===== src/design/phy_ctl_pkg.sv =====
/*
 * Package for the indicator override and transceiver control register bank.
 * Holds register offsets, field positions, reset values, timing counts and carrier types.
 * Assumes a 100 MHz device clock.
 */
package phy_ctl_pkg;
    // Register byte addresses, each register index times four
    localparam logic [7:0] LED_OVR_IDX    = 8'h18;
    localparam logic [7:0] MISC_CTL_IDX   = 8'h19;
    localparam logic [9:0] LED_OVR_ADDR   = {LED_OVR_IDX, 2'b00};
    localparam logic [9:0] MISC_CTL_ADDR  = {MISC_CTL_IDX, 2'b00};
    localparam logic [9:0] IRQ_STAT_ADDR  = 10'h080;
    localparam logic [9:0] IRQ_MASK_ADDR  = 10'h084;
    localparam logic [9:0] NEG_IN_ADDR    = 10'h088;
    localparam int ADDR_W = 10;

    // Indicator override fields
    localparam int SPD_OVR_EN_BIT = 5;
    localparam int LNK_OVR_EN_BIT = 4;
    localparam int ACT_OVR_EN_BIT = 3;
    localparam int SPD_VAL_BIT    = 2;
    localparam int LNK_VAL_BIT    = 1;
    localparam int ACT_VAL_BIT    = 0;
    localparam logic [15:0] LED_OVR_WMASK = 16'h003F;
    localparam logic [15:0] LED_OVR_RESET = 16'h0000;

    // Misc control fields
    localparam int AUTO_XOVER_BIT = 15;
    localparam int FORCE_XOVER_BIT = 14;
    localparam int PAUSE_RX_BIT   = 13;
    localparam int PAUSE_TX_BIT   = 12;
    localparam int INJ_ERR_BIT    = 11;
    localparam int LONG_SEQ_BIT   = 10;
    localparam int PASS_BIT       = 9;
    localparam int RUN_BIT        = 8;
    localparam int BYPASS_BIT     = 7;
    localparam int MODE_HI_BIT    = 6;
    localparam int MODE_LO_BIT    = 5;
    localparam int PAUSE_ADV_LO   = 10;

    // Interrupt status bits
    localparam int IRQ_FAIL_BIT   = 0;
    localparam int IRQ_PAUSE_BIT  = 1;
    localparam logic [1:0] IRQ_RESET = 2'h0;

    // Indicator timing
    localparam int CLK_MHZ        = 100;
    localparam int STRETCH_MS     = 40;
    localparam int BLINK_MS       = 50;
    localparam int STRETCH_CYC    = STRETCH_MS * 1000 * CLK_MHZ;
    localparam int BLINK_CYC      = BLINK_MS * 1000 * CLK_MHZ;

    // AXI4-Lite responses
    localparam logic [1:0] RESP_OKAY   = 2'h0;
    localparam logic [1:0] RESP_SLVERR = 2'h2;

    // Three indicator pins
    typedef struct packed {
        logic speed;
        logic link;
        logic act_col;
    } indicator_t;

    // Line state from the rest of the transceiver
    typedef struct packed {
        logic speed_100;
        logic link_good;
        logic activity;
        logic collision;
        logic full_duplex;
    } line_state_t;

    // Advertised pause bits of both ends
    typedef struct packed {
        logic [1:0] local_pause;
        logic [1:0] partner_pause;
        logic       hcd_full_duplex;
    } pause_adv_t;

    // Straps caught after reset release
    typedef struct packed {
        logic       auto_xover;
        logic       mode_lo;
        logic [4:0] port_address;
    } strap_t;

    // Controls toward the transceiver core
    typedef struct packed {
        logic auto_xover;
        logic forced_xover;
        logic selftest_run;
        logic long_seq;
        logic inject_error;
        logic [4:0] port_address;
    } core_ctl_t;
endpackage : phy_ctl_pkg


===== src/design/phy_led_mdix_bist_control.sv =====
/*
 * Indicator override and transceiver control register bank with an AXI4-Lite slave.
 * Assumes line state, pause advertisement, self-test result and straps come from
 * other clock domains or pins and are synchronised here; the self-test engine sits outside.
 */
//
// Contract
// - Override register bits 15:6 ignore writes and read zero.
// - Speed override enable bit 5 drives bit 2 onto the speed pin.
// - Link override enable bit 4 drives bit 1 onto the link pin.
// - Activity override enable bit 3 drives bit 0 onto activity pin.
// - Override register reads return stored control values, never pin state.
// - Auto crossover enable bit 15 loads from strap, writable, gates detection.
// - Forced crossover bit 14 swaps transmit and receive pairs.
// - Bit 13 reports pause receive resolved, only for full-duplex result.
// - Bit 12 reports pause transmit resolved, only for full-duplex result.
// - Writing bit 11 injects exactly one error, then bit self-clears.
// - Bit 9 reads pass; a failure latches until self-test stops.
// - Bypass bit 7 drives indicators unstretched; zero keeps stretching.
// - Speed indicator is on at 100 Mb/s, off at 10 Mb/s.
// - In modes 0 and 2 link is steady on and blinks on activity.
`timescale 1ns/10ps
module phy_led_mdix_bist_control (
    input  wire logic                        aclk,
    input  wire logic                        aresetn,
    input  wire logic                        clk_en,
    input  wire logic [9:0]                  s_axi_awaddr,
    input  wire logic                        s_axi_awvalid,
    output logic                             s_axi_awready,
    input  wire logic [31:0]                 s_axi_wdata,
    input  wire logic [3:0]                  s_axi_wstrb,
    input  wire logic                        s_axi_wvalid,
    output logic                             s_axi_wready,
    output logic [1:0]                       s_axi_bresp,
    output logic                             s_axi_bvalid,
    input  wire logic                        s_axi_bready,
    input  wire logic [9:0]                  s_axi_araddr,
    input  wire logic                        s_axi_arvalid,
    output logic                             s_axi_arready,
    output logic [31:0]                      s_axi_rdata,
    output logic [1:0]                       s_axi_rresp,
    output logic                             s_axi_rvalid,
    input  wire logic                        s_axi_rready,
    input  wire phy_ctl_pkg::line_state_t    line_state,
    input  wire phy_ctl_pkg::pause_adv_t     pause_adv,
    input  wire phy_ctl_pkg::strap_t         strap,
    input  wire logic                        selftest_error,
    output phy_ctl_pkg::indicator_t          indicator,
    output phy_ctl_pkg::core_ctl_t           core_ctl,
    output logic                             irq
);
    import phy_ctl_pkg::*;

    typedef struct packed {
        logic              aw_hold;
        logic [ADDR_W-1:0] aw_addr;
        logic              w_hold;
        logic [31:0]       w_data;
        logic [3:0]        w_strb;
        logic              awready;
        logic              wready;
        logic              bvalid;
        logic [1:0]        bresp;
        logic              arready;
        logic              rvalid;
        logic [31:0]       rdata;
        logic [1:0]        rresp;
        logic [5:0]        led_ovr;
        logic              auto_xover;
        logic              forced_xover;
        logic              inject_error;
        logic              long_seq;
        logic              pass;
        logic              run;
        logic              bypass;
        logic [1:0]        mode;
        logic [4:0]        port_address;
        logic              pause_rx;
        logic              pause_tx;
        logic [1:0]        irq_stat;
        logic [1:0]        irq_mask;
        logic              irq;
        logic [1:0]        strap_cnt;
        logic [31:0]       stretch_cnt;
        logic [31:0]       blink_cnt;
        logic              blink_phase;
        indicator_t        ind;
        line_state_t       line_s1;
        line_state_t       line_s2;
        pause_adv_t        adv_s1;
        pause_adv_t        adv_s2;
        strap_t            strap_s1;
        strap_t            strap_s2;
        logic              err_s1;
        logic              err_s2;
    } state_t;

    state_t st_reg;
    state_t st_next;

    // Pause resolution of both advertised sym/asym pairs, returns {rx, tx}
    function automatic logic [1:0] pause_resolve(input pause_adv_t a);
        logic sym_l;
        logic asy_l;
        logic sym_p;
        logic asy_p;
        sym_l = a.local_pause[0];
        asy_l = a.local_pause[1];
        sym_p = a.partner_pause[0];
        asy_p = a.partner_pause[1];
        if (!a.hcd_full_duplex) begin
            pause_resolve = 2'h0;
        end else begin
            pause_resolve[1] = (sym_l & sym_p) | (sym_l & asy_l & ~sym_p & asy_p);
            pause_resolve[0] = (sym_l & sym_p) | (~sym_l & asy_l & sym_p & asy_p);
        end
    endfunction : pause_resolve

    // Register read view
    function automatic logic [31:0] reg_read(input state_t s, input logic [ADDR_W-1:0] a);
        reg_read = 32'h0000_0000;
        case (a)
            LED_OVR_ADDR:  reg_read[5:0] = s.led_ovr;
            MISC_CTL_ADDR: reg_read[15:0] = {s.auto_xover, s.forced_xover, s.pause_rx, s.pause_tx,
                                             s.inject_error, s.long_seq, s.pass, s.run, s.bypass,
                                             s.mode, s.port_address};
            IRQ_STAT_ADDR: reg_read[1:0] = s.irq_stat;
            IRQ_MASK_ADDR: reg_read[1:0] = s.irq_mask;
            NEG_IN_ADDR:   reg_read[PAUSE_ADV_LO+1:PAUSE_ADV_LO] = s.adv_s2.partner_pause;
            default:       reg_read = 32'h0000_0000;
        endcase
    endfunction : reg_read

    function automatic logic addr_ok(input logic [ADDR_W-1:0] a);
        addr_ok = (a == LED_OVR_ADDR) || (a == MISC_CTL_ADDR) || (a == IRQ_STAT_ADDR)
                  || (a == IRQ_MASK_ADDR) || (a == NEG_IN_ADDR);
    endfunction : addr_ok

    logic [15:0] wd;
    logic        wr_fire;
    logic        fail_evt;
    logic [1:0]  pres;
    logic        act_src;
    logic        lnk_src;
    logic        act_stretched;
    indicator_t  normal;

    // Next-state logic for bus, registers and indicators
    always_comb begin
        st_next  = st_reg;
        wd       = st_reg.w_data[15:0];
        wr_fire  = 1'b0;
        fail_evt = 1'b0;
        pres     = pause_resolve(st_reg.adv_s2);
        act_src  = 1'b0;
        lnk_src  = 1'b0;
        act_stretched = 1'b0;
        normal   = '0;

        // Input synchronisers
        st_next.line_s1  = line_state;
        st_next.line_s2  = st_reg.line_s1;
        st_next.adv_s1   = pause_adv;
        st_next.adv_s2   = st_reg.adv_s1;
        st_next.strap_s1 = strap;
        st_next.strap_s2 = st_reg.strap_s1;
        st_next.err_s1   = selftest_error;
        st_next.err_s2   = st_reg.err_s1;

        // Write channel capture, either order
        if (s_axi_awvalid && st_reg.awready) begin
            st_next.aw_hold = 1'b1;
            st_next.aw_addr = s_axi_awaddr;
            st_next.awready = 1'b0;
        end
        if (s_axi_wvalid && st_reg.wready) begin
            st_next.w_hold = 1'b1;
            st_next.w_data = s_axi_wdata;
            st_next.w_strb = s_axi_wstrb;
            st_next.wready = 1'b0;
        end
        if (st_reg.aw_hold && st_reg.w_hold && !st_reg.bvalid) begin
            wr_fire        = 1'b1;
            st_next.aw_hold = 1'b0;
            st_next.w_hold  = 1'b0;
            st_next.bvalid  = 1'b1;
            st_next.bresp   = addr_ok(st_reg.aw_addr) ? RESP_OKAY : RESP_SLVERR;
        end
        if (st_reg.bvalid && s_axi_bready) begin
            st_next.bvalid  = 1'b0;
            st_next.awready = 1'b1;
            st_next.wready  = 1'b1;
        end

        // Read channel
        if (s_axi_arvalid && st_reg.arready) begin
            st_next.arready = 1'b0;
            st_next.rvalid  = 1'b1;
            st_next.rdata   = reg_read(st_reg, s_axi_araddr);
            st_next.rresp   = addr_ok(s_axi_araddr) ? RESP_OKAY : RESP_SLVERR;
        end
        if (st_reg.rvalid && s_axi_rready) begin
            st_next.rvalid  = 1'b0;
            st_next.arready = 1'b1;
        end

        // Self-clearing error injection lasts one cycle
        st_next.inject_error = 1'b0;

        // Straps caught at the third enabled edge after release, once both sync stages hold them
        if (st_reg.strap_cnt != 2'h3) st_next.strap_cnt = st_reg.strap_cnt + 2'h1;
        if (st_reg.strap_cnt == 2'h2) begin
            st_next.auto_xover   = st_reg.strap_s2.auto_xover;
            st_next.mode[0]      = st_reg.strap_s2.mode_lo;
            st_next.port_address = st_reg.strap_s2.port_address;
        end

        // Register writes, low two byte lanes hold the 16-bit registers
        if (wr_fire) begin
            case (st_reg.aw_addr)
                LED_OVR_ADDR: begin
                    if (st_reg.w_strb[0]) st_next.led_ovr = wd[5:0] & LED_OVR_WMASK[5:0];
                end
                MISC_CTL_ADDR: begin
                    if (st_reg.w_strb[1]) begin
                        st_next.auto_xover   = wd[AUTO_XOVER_BIT];
                        st_next.forced_xover = wd[FORCE_XOVER_BIT];
                        st_next.inject_error = wd[INJ_ERR_BIT];
                        st_next.long_seq     = wd[LONG_SEQ_BIT];
                        st_next.run          = wd[RUN_BIT];
                    end
                    if (st_reg.w_strb[0]) begin
                        st_next.bypass       = wd[BYPASS_BIT];
                        st_next.mode         = {wd[MODE_HI_BIT], wd[MODE_LO_BIT]};
                        st_next.port_address = wd[4:0];
                    end
                end
                IRQ_STAT_ADDR: begin
                    if (st_reg.w_strb[0]) st_next.irq_stat = st_reg.irq_stat & ~st_reg.w_data[1:0];
                end
                IRQ_MASK_ADDR: begin
                    if (st_reg.w_strb[0]) st_next.irq_mask = st_reg.w_data[1:0];
                end
                default: begin
                end
            endcase
        end

        // Pass flag: set when a run begins, latched clear on failure, cleared on stop
        if (!st_reg.run) begin
            st_next.pass = 1'b0;
        end else if (st_reg.err_s2) begin
            fail_evt     = st_reg.pass;
            st_next.pass = 1'b0;
        end
        if (st_next.run && !st_reg.run) st_next.pass = 1'b1;

        // Pause resolution only for full-duplex common mode
        st_next.pause_rx = pres[1];
        st_next.pause_tx = pres[0];

        // Sticky events, set wins over clear
        if (fail_evt) st_next.irq_stat[IRQ_FAIL_BIT] = 1'b1;
        if (pres != {st_reg.pause_rx, st_reg.pause_tx}) st_next.irq_stat[IRQ_PAUSE_BIT] = 1'b1;
        st_next.irq = |(st_next.irq_stat & st_next.irq_mask);

        // Activity stretch and blink timers
        if (st_reg.line_s2.activity) begin
            st_next.stretch_cnt = STRETCH_CYC;
        end else if (st_reg.stretch_cnt != 32'h0) begin
            st_next.stretch_cnt = st_reg.stretch_cnt - 32'h1;
        end
        if (st_reg.blink_cnt == 32'h0) begin
            st_next.blink_cnt   = BLINK_CYC;
            st_next.blink_phase = ~st_reg.blink_phase;
        end else begin
            st_next.blink_cnt = st_reg.blink_cnt - 32'h1;
        end
        act_stretched = st_reg.bypass ? st_reg.line_s2.activity
                                      : (st_reg.line_s2.activity || st_reg.stretch_cnt != 32'h0);

        // Normal indication per mode
        normal.speed = st_reg.line_s2.speed_100;
        lnk_src      = st_reg.line_s2.link_good;
        if (st_reg.mode[0]) begin
            normal.link    = lnk_src;
            act_src        = act_stretched;
        end else begin
            normal.link    = lnk_src && !(act_stretched && st_reg.blink_phase);
            act_src        = st_reg.mode[1] ? st_reg.line_s2.full_duplex
                                            : st_reg.line_s2.collision;
        end
        normal.act_col = act_src;

        // Software override of each pin
        st_next.ind.speed   = st_reg.led_ovr[SPD_OVR_EN_BIT] ? st_reg.led_ovr[SPD_VAL_BIT]
                                                             : normal.speed;
        st_next.ind.link    = st_reg.led_ovr[LNK_OVR_EN_BIT] ? st_reg.led_ovr[LNK_VAL_BIT]
                                                             : normal.link;
        st_next.ind.act_col = st_reg.led_ovr[ACT_OVR_EN_BIT] ? st_reg.led_ovr[ACT_VAL_BIT]
                                                             : normal.act_col;
    end

    // State register with synchronous reset and clock enable
    always_ff @(posedge aclk) begin
        if (!aresetn) begin
            st_reg          <= '0;
            st_reg.awready  <= 1'b1;
            st_reg.wready   <= 1'b1;
            st_reg.arready  <= 1'b1;
            st_reg.led_ovr  <= LED_OVR_RESET[5:0];
            st_reg.irq_stat <= IRQ_RESET;
        end else if (clk_en) begin
            st_reg <= st_next;
        end
    end

    // Outputs straight from flip-flops
    assign s_axi_awready = st_reg.awready;
    assign s_axi_wready  = st_reg.wready;
    assign s_axi_bvalid  = st_reg.bvalid;
    assign s_axi_bresp   = st_reg.bresp;
    assign s_axi_arready = st_reg.arready;
    assign s_axi_rvalid  = st_reg.rvalid;
    assign s_axi_rdata   = st_reg.rdata;
    assign s_axi_rresp   = st_reg.rresp;
    assign indicator     = st_reg.ind;
    assign irq           = st_reg.irq;
    assign core_ctl      = '{auto_xover: st_reg.auto_xover, forced_xover: st_reg.forced_xover,
                             selftest_run: st_reg.run, long_seq: st_reg.long_seq,
                             inject_error: st_reg.inject_error, port_address: st_reg.port_address};
endmodule : phy_led_mdix_bist_control


===== config.mk =====
export PLATFORM = sky130hd
export DESIGN_NAME = phy_led_mdix_bist_control
export DESIGN_NICKNAME = d
export VERILOG_FILES = /design/src/design/phy_ctl_pkg.sv /design/src/design/phy_led_mdix_bist_control.sv
export SDC_FILE = /design/constraint.sdc
export NUM_CORES = 1
export LEC_CHECK = 0
export BUFFER_PORTS_ARGS = -buffer_cell sky130_fd_sc_hd__buf_2
export CAP_MARGIN = 15
export CORE_AREA = 4 4 152 154
export CTS_CLUSTER_DIAMETER = 50
export DETAILED_ROUTE_END_ITERATION = 10
export DIE_AREA = 0 0 156 158
export GPL_ROUTABILITY_DRIVEN = 0
export HOLD_SLACK_MARGIN = 0.12
export PLACE_DENSITY = 0.6
export RECOVER_POWER = 25
export SKIP_LAST_GASP = 1
export SYNTH_ARGS = -nofsm -noshare
export SYNTH_HDL_FRONTEND = slang
export SYNTH_SLANG_ARGS = --single-unit

===== constraint.sdc =====
create_clock -name aclk -period 2.8 [get_ports aclk]
set_clock_uncertainty 0.05 [all_clocks]
set_input_delay 0.56 -clock aclk [delete_from_list [all_inputs] [get_ports aclk]]
set_output_delay 0.56 -clock aclk [all_outputs]
set_load 0.05 [all_outputs]

-- Yosys cells after proc, flatten, opt, wreduce, memory -nomap -nowiden
Cells that the tools add are included.
- register bits: 206
- logic and storage cells: 191
- input port bits: 82
- output and inout bits: 55
- muxes and demuxes: 50
- equal/unequal tests: 14
- reductions and logical operators: 49
- $add $sub $neg: 3
- bitwise gates (word level): 15
- operators with widths (operator ; number):
    32-bit two-way mux ; 3
    32-bit by 1-bit subtractor with 32-bit output (second input constant) ; 2
    10-bit by 8-bit equality test with 1-bit output (second input constant) ; 6
    10-bit by 7-bit equality test with 1-bit output (second input constant) ; 4
    37-bit two-way mux ; 1
    36-bit two-way mux ; 1
    32-bit zero test ; 1
    32-bit nonzero test ; 1
    2-bit AND reduction ; 14
    4-bit two-way mux ; 6
    1-bit two-way mux ; 21
    9-bit two-way mux ; 2
    2-bit two-way mux ; 8
    2-bit nonzero test ; 7
    4-bit AND reduction ; 3
    11-bit two-way mux ; 1
    1-bit logical AND ; 10
    1-bit logical OR ; 9
    8-bit two-way mux ; 1
    2-bit one-hot mux with 4 select lines ; 1
    4-bit one-hot mux with 2 select lines ; 1
    1-bit AND ; 7
    3-bit two-way mux ; 2
    6-bit two-way mux ; 1
    12 further kinds ; 18

-- Longest topological paths before layout
- depth in word-level cells: 10
- gate-level depth with buffers: 9
- mapped depth without buffers: 7

-- Worst setup path after synthesis
No wires, ideal clock.
- path type: flip-flop to flip-flop
- start: register st_reg, in the netlist s_axi_bvalid
- end: register st_reg[119] in the netlist's numbering
- slack: 0.342 ns
- clock period less this slack: 2.458 ns
- stages on the path, launching flop included: 7
- arrival time: 2.280 ns
- buffers on the path: 1
- cells stage by stage: dfxtp_1 or4bb_1 or4_1 clkbuf_1 or3_1 mux2i_1 nor2_1
- word-level cells in the longest chain between the ends: 4
- ends and longest elaborated chain (item ; line ; RTL):
    from (decl) ; phy_led_mdix_bist_control.sv:98 ; state_t st_reg;
    from (signal assigned) ; phy_led_mdix_bist_control.sv:314 ; st_reg <= st_next;
    1-bit zero test ; phy_led_mdix_bist_control.sv:182 ; if (st_reg.aw_hold && st_reg.w_hold && !st_reg.bvalid) begin
    1-bit logical AND ; phy_led_mdix_bist_control.sv:182 ;
    1-bit two-way mux ; phy_led_mdix_bist_control.sv:182 ;
    4-bit AND reduction (no source line) ; - ;
No other way between the ends.
A chain may end at the register's enable or synchronous reset.

-- Final worst setup path
- start: register st_reg[72] in the netlist's numbering
- end: register st_reg[102] in the netlist's numbering
- word-level cells in the longest chain between the ends: 3
- ends and longest elaborated chain (item ; line):
    32-bit by 1-bit subtractor with 32-bit output or 32-bit nonzero test (tied branches) ; phy_led_mdix_bist_control.sv:271, phy_led_mdix_bist_control.sv:270
    32-bit two-way mux or 2-bit nonzero test (tied branches) ; -
    32-bit two-way mux or 2-bit AND reduction (tied branches) ; -
Parallel ways exist; a longest one is shown, timed or not. The select of a mux whose other input is x is not followed.

==> results.md <==
* TritonCTS clock tree: built
* WL final at between 20 and 25 mm
* Xor and xnor fraction of the mapped netlist area at between 2 and 3%
* CP Launch Point: st_reg[72]
* Crit path required time at 3030 ps
* DIE AREA at ~0.025 mm2
* RR Endpoint: st_reg[102]
* Mux cell area share after synthesis at 6.902%
* Complex-gate fraction of the synthesized area at between 10% and 20%
* Arr. time, crit path at around 2800 ps
* Ports at 137
* Vias after detailed routing at between 7000 and 8000
* Vias in the first global route at 6746
* Type of element launching the critical path: register
* Hold WS at roughly 300 ps
* Cell area after synthesis at 0.008557 mm2
* CTS max path bufs at 2
* Hold WC Path Type: input pin to register
* Max-slew violations at 34
* Synth Area in Adders at 0.5849%
* Cell Area, Placed at just over 0.009 mm2
* CP Class: register to register
* Setup violators final at 0
* CP max stage delay at about 690 ps
* Hold Path Sink: st_next[7]
* Area share of and/or/nand/nor cells after synthesis at 25.54%
* EDFF count, synth at 0
* Global-route usage over all layers at between 15 and 20%
* Total chip power at about 10 mW
* Hold path depth at 3
* Clk root buf: clkbuf_16
* Hold Buf Count CTS at 0
* Die height at between 150 and 200 um
* Max reg flops at 126
* IR Drop Worst-Case VDD at slightly above 500 uV
* Library cells used by synthesis at 67
* Core area at 0.02169 mm2
* Max Cap Viol at 1
* CTS Buf Count at 17
* Final Net Count at roughly 1100
* Synth warnings at 0
* Syn Inst Count at between 1000 and 1500
* Synthesis-to-finish area growth at 12.91%
* Reg2reg start: st_reg[72]
* RSZ-0062 raised after global routing: false
* Largest family of logic cells by synthesized area: simple AND/OR/NAND/NOR gates
* Layout cells sized above 1 at roughly 17%
* First-pass GRT wire length at 34.87 mm
* Most frequent cells in the layout: 183 x dfxtp_1, 115 x nor2_1, 103 x nand2_1
* Asr flop ratio synth at 0%
* Hold Crit Start: strap[5]
* Fin crit period at roughly 2500 ps
* Critical-path cell list: inv_1 -> ha_1 -> or4b_2 -> nor4_1 -> a311o_1 -> or4_1 -> a21oi_1
* Initial Utilization at around 40%
* Antenna cells at 0
* PostCTS Resize Cnt at 0
* Worst slew pin tran at 1689 ps
* Clock-pin slew on the worst setup and hold paths at approximately 70 ps
* DR WL/cell at 15.67 um
* PwrDens at a little over 1000 mW/mm2
* Most common flop cell mapped by yosys: dfxtp_1
* Post-synth top area cell: dfxtp_1
* Via density at 5.407
* # DRC at 0
* Remaining antenna violation count at 0
* Die Wd at 156 um
* Sequential-to-total area share from yosys stat at a little over two fifths
* DRT iter0 DRCs at roughly 620
* Register-to-register setup slack at 270 ps
* # clock sinks at 183
* Failing checks: max-capacitance violations, max-slew violations
* Post-route cell area at slightly below 0.01 mm2
* Row Count at 54
* Post-Route Setup TNS at 0 ps
* Max-slew headroom at -12.63%
* Critical Path End Type: register
* Status: finished, violations left
* Max Freq at 395.8 MHz
* Initial antenna violation count at 0
* Overflow after GRT at 0
* Crit path max fanout at 13
* Final hold vios at 0
* Postcts setup bufs at 0
* Largest net degree at the start of global routing at 56
* Clock latency on the worst-skew pair at ~440 ps
* Register bit count reported by yosys at around 180
* Commonest non-fill, non-tap cell in the layout: dfxtp_1
* FF-to-FF path depth at 7
* Post-detail-place hpwl at 15.07 mm
* DRT Pass-1 Iters at 5
* Share of the synthesized area in the top cell type at between 40 and 50%
* Final Cycle Share at 90.24%
* CP max-delay cell: or4b_2
* Fillers at roughly 2100
* Mapped Avg Cell Area at 8.548 um2
* Number of buffers added on ports at 97
* CTS HTree Levels at 4
* Static Leakage at approximately 3.8 nW
* Synth top area cells: dfxtp_1 43%, mux2i_1 5.8%, a21oi_1 5.1%, nor2_1 5.0%, nand2_1 4.5%
==> logic make-up after synthesis <==
kind of cell	after synthesis
xor+xnor	25
mux	58
simple gates	416
other cells	1
compound gates	197
fa+ha+maj	4
flops	183
buf+inv	117
==> critical path, delay by kind of cell, from the launching register on <==
| kind | cells | cell delay [ps] |
|---|---|---|
| AO/OA/AOI/OAI | 2 | 540 |
| buffers and inverters | 1 | 60 |
| AND/OR/NAND/NOR | 3 | 1170 |
| adder cells (fa/ha/maj) | 1 | 210 |
| flip-flops | 1 | 340 |
==> power by group <==
part / switching, mW / internal [mW] / leakage (nW)
combinational: 2.37 / 1.64 / 2.07
sequential: 0.508 / 3.09 / 1.49
clock: 1.06 / 1.32 / 0.269
==> worst max path at each step <==
stage	to	slack, ps	depth (start not counted)
after floorplan	st_reg[119]	340	6
after global placement	st_reg[98]	290	7
after detailed placement	st_reg[102]	260	7
after CTS	st_reg[103]	270	7
after global routing	st_reg[102]	20	7
final	st_reg[102]	270	7
==> cell type report <==
class                      count  area (um2)  area share [%]
tap                          280       350.3           3.626
timing repair buffer         124       693.2           7.174
sequential                   183        3664           37.92
inverter                      14       53.80          0.5569
clock inverter                13       147.6           1.528
multi-input combinational    718        4324           44.76
clock buffer                  18       429.2           4.442
==> through the flow <==
step / worst slack (ps) / cells / utilization [%]
2_1_floorplan: 342.3 / 1018 / -
5_1_grt: 16.39 / 1350 / 44.55
6_report: 273.3 / 1350 / 44.55
4_1_cts: 266.7 / 1350 / 44.65
3_3_place_gp: 293.6 / 1319 / 41.99
3_5_place_dp: 255.9 / 1319 / 41.99
==> metal layers <==
metal / vias to the layer above / global-route usage, % / part of all wire [%]
met5: - / 0 / 0
met4: 0 / 5.169 / 1.6
met3: 31 / 3.417 / 4.1
met2: 146 / 28.86 / 48
met1: 3467 / 22.67 / 46
li1: 3655 / - / -
==> synth_stat cells (5+ instances only) <==
| cell | number |
|---|---|
| or3_1 | 23 |
| and3_1 | 6 |
| clkbuf_1 | 44 |
| a32oi_1 | 6 |
| mux2i_1 | 50 |
| nor3_1 | 17 |
| mux2_2 | 8 |
| o21ai_0 | 36 |
| xnor2_1 | 12 |
| or2_2 | 5 |
| o31ai_1 | 12 |
| dfxtp_1 | 183 |
| buf_2 | 5 |
| a22oi_1 | 9 |
| a31oi_1 | 11 |
| nand4_1 | 16 |
| nor2_1 | 115 |
| xor2_1 | 13 |
| o211ai_1 | 5 |
| o211a_1 | 6 |
| nand3_1 | 33 |
| nand2b_1 | 10 |
| nor4_1 | 18 |
| nand2_1 | 103 |
| inv_1 | 14 |
| or4_1 | 24 |
| buf_4 | 50 |
| a21oi_1 | 87 |
Power figures use the tool's default switching activity.
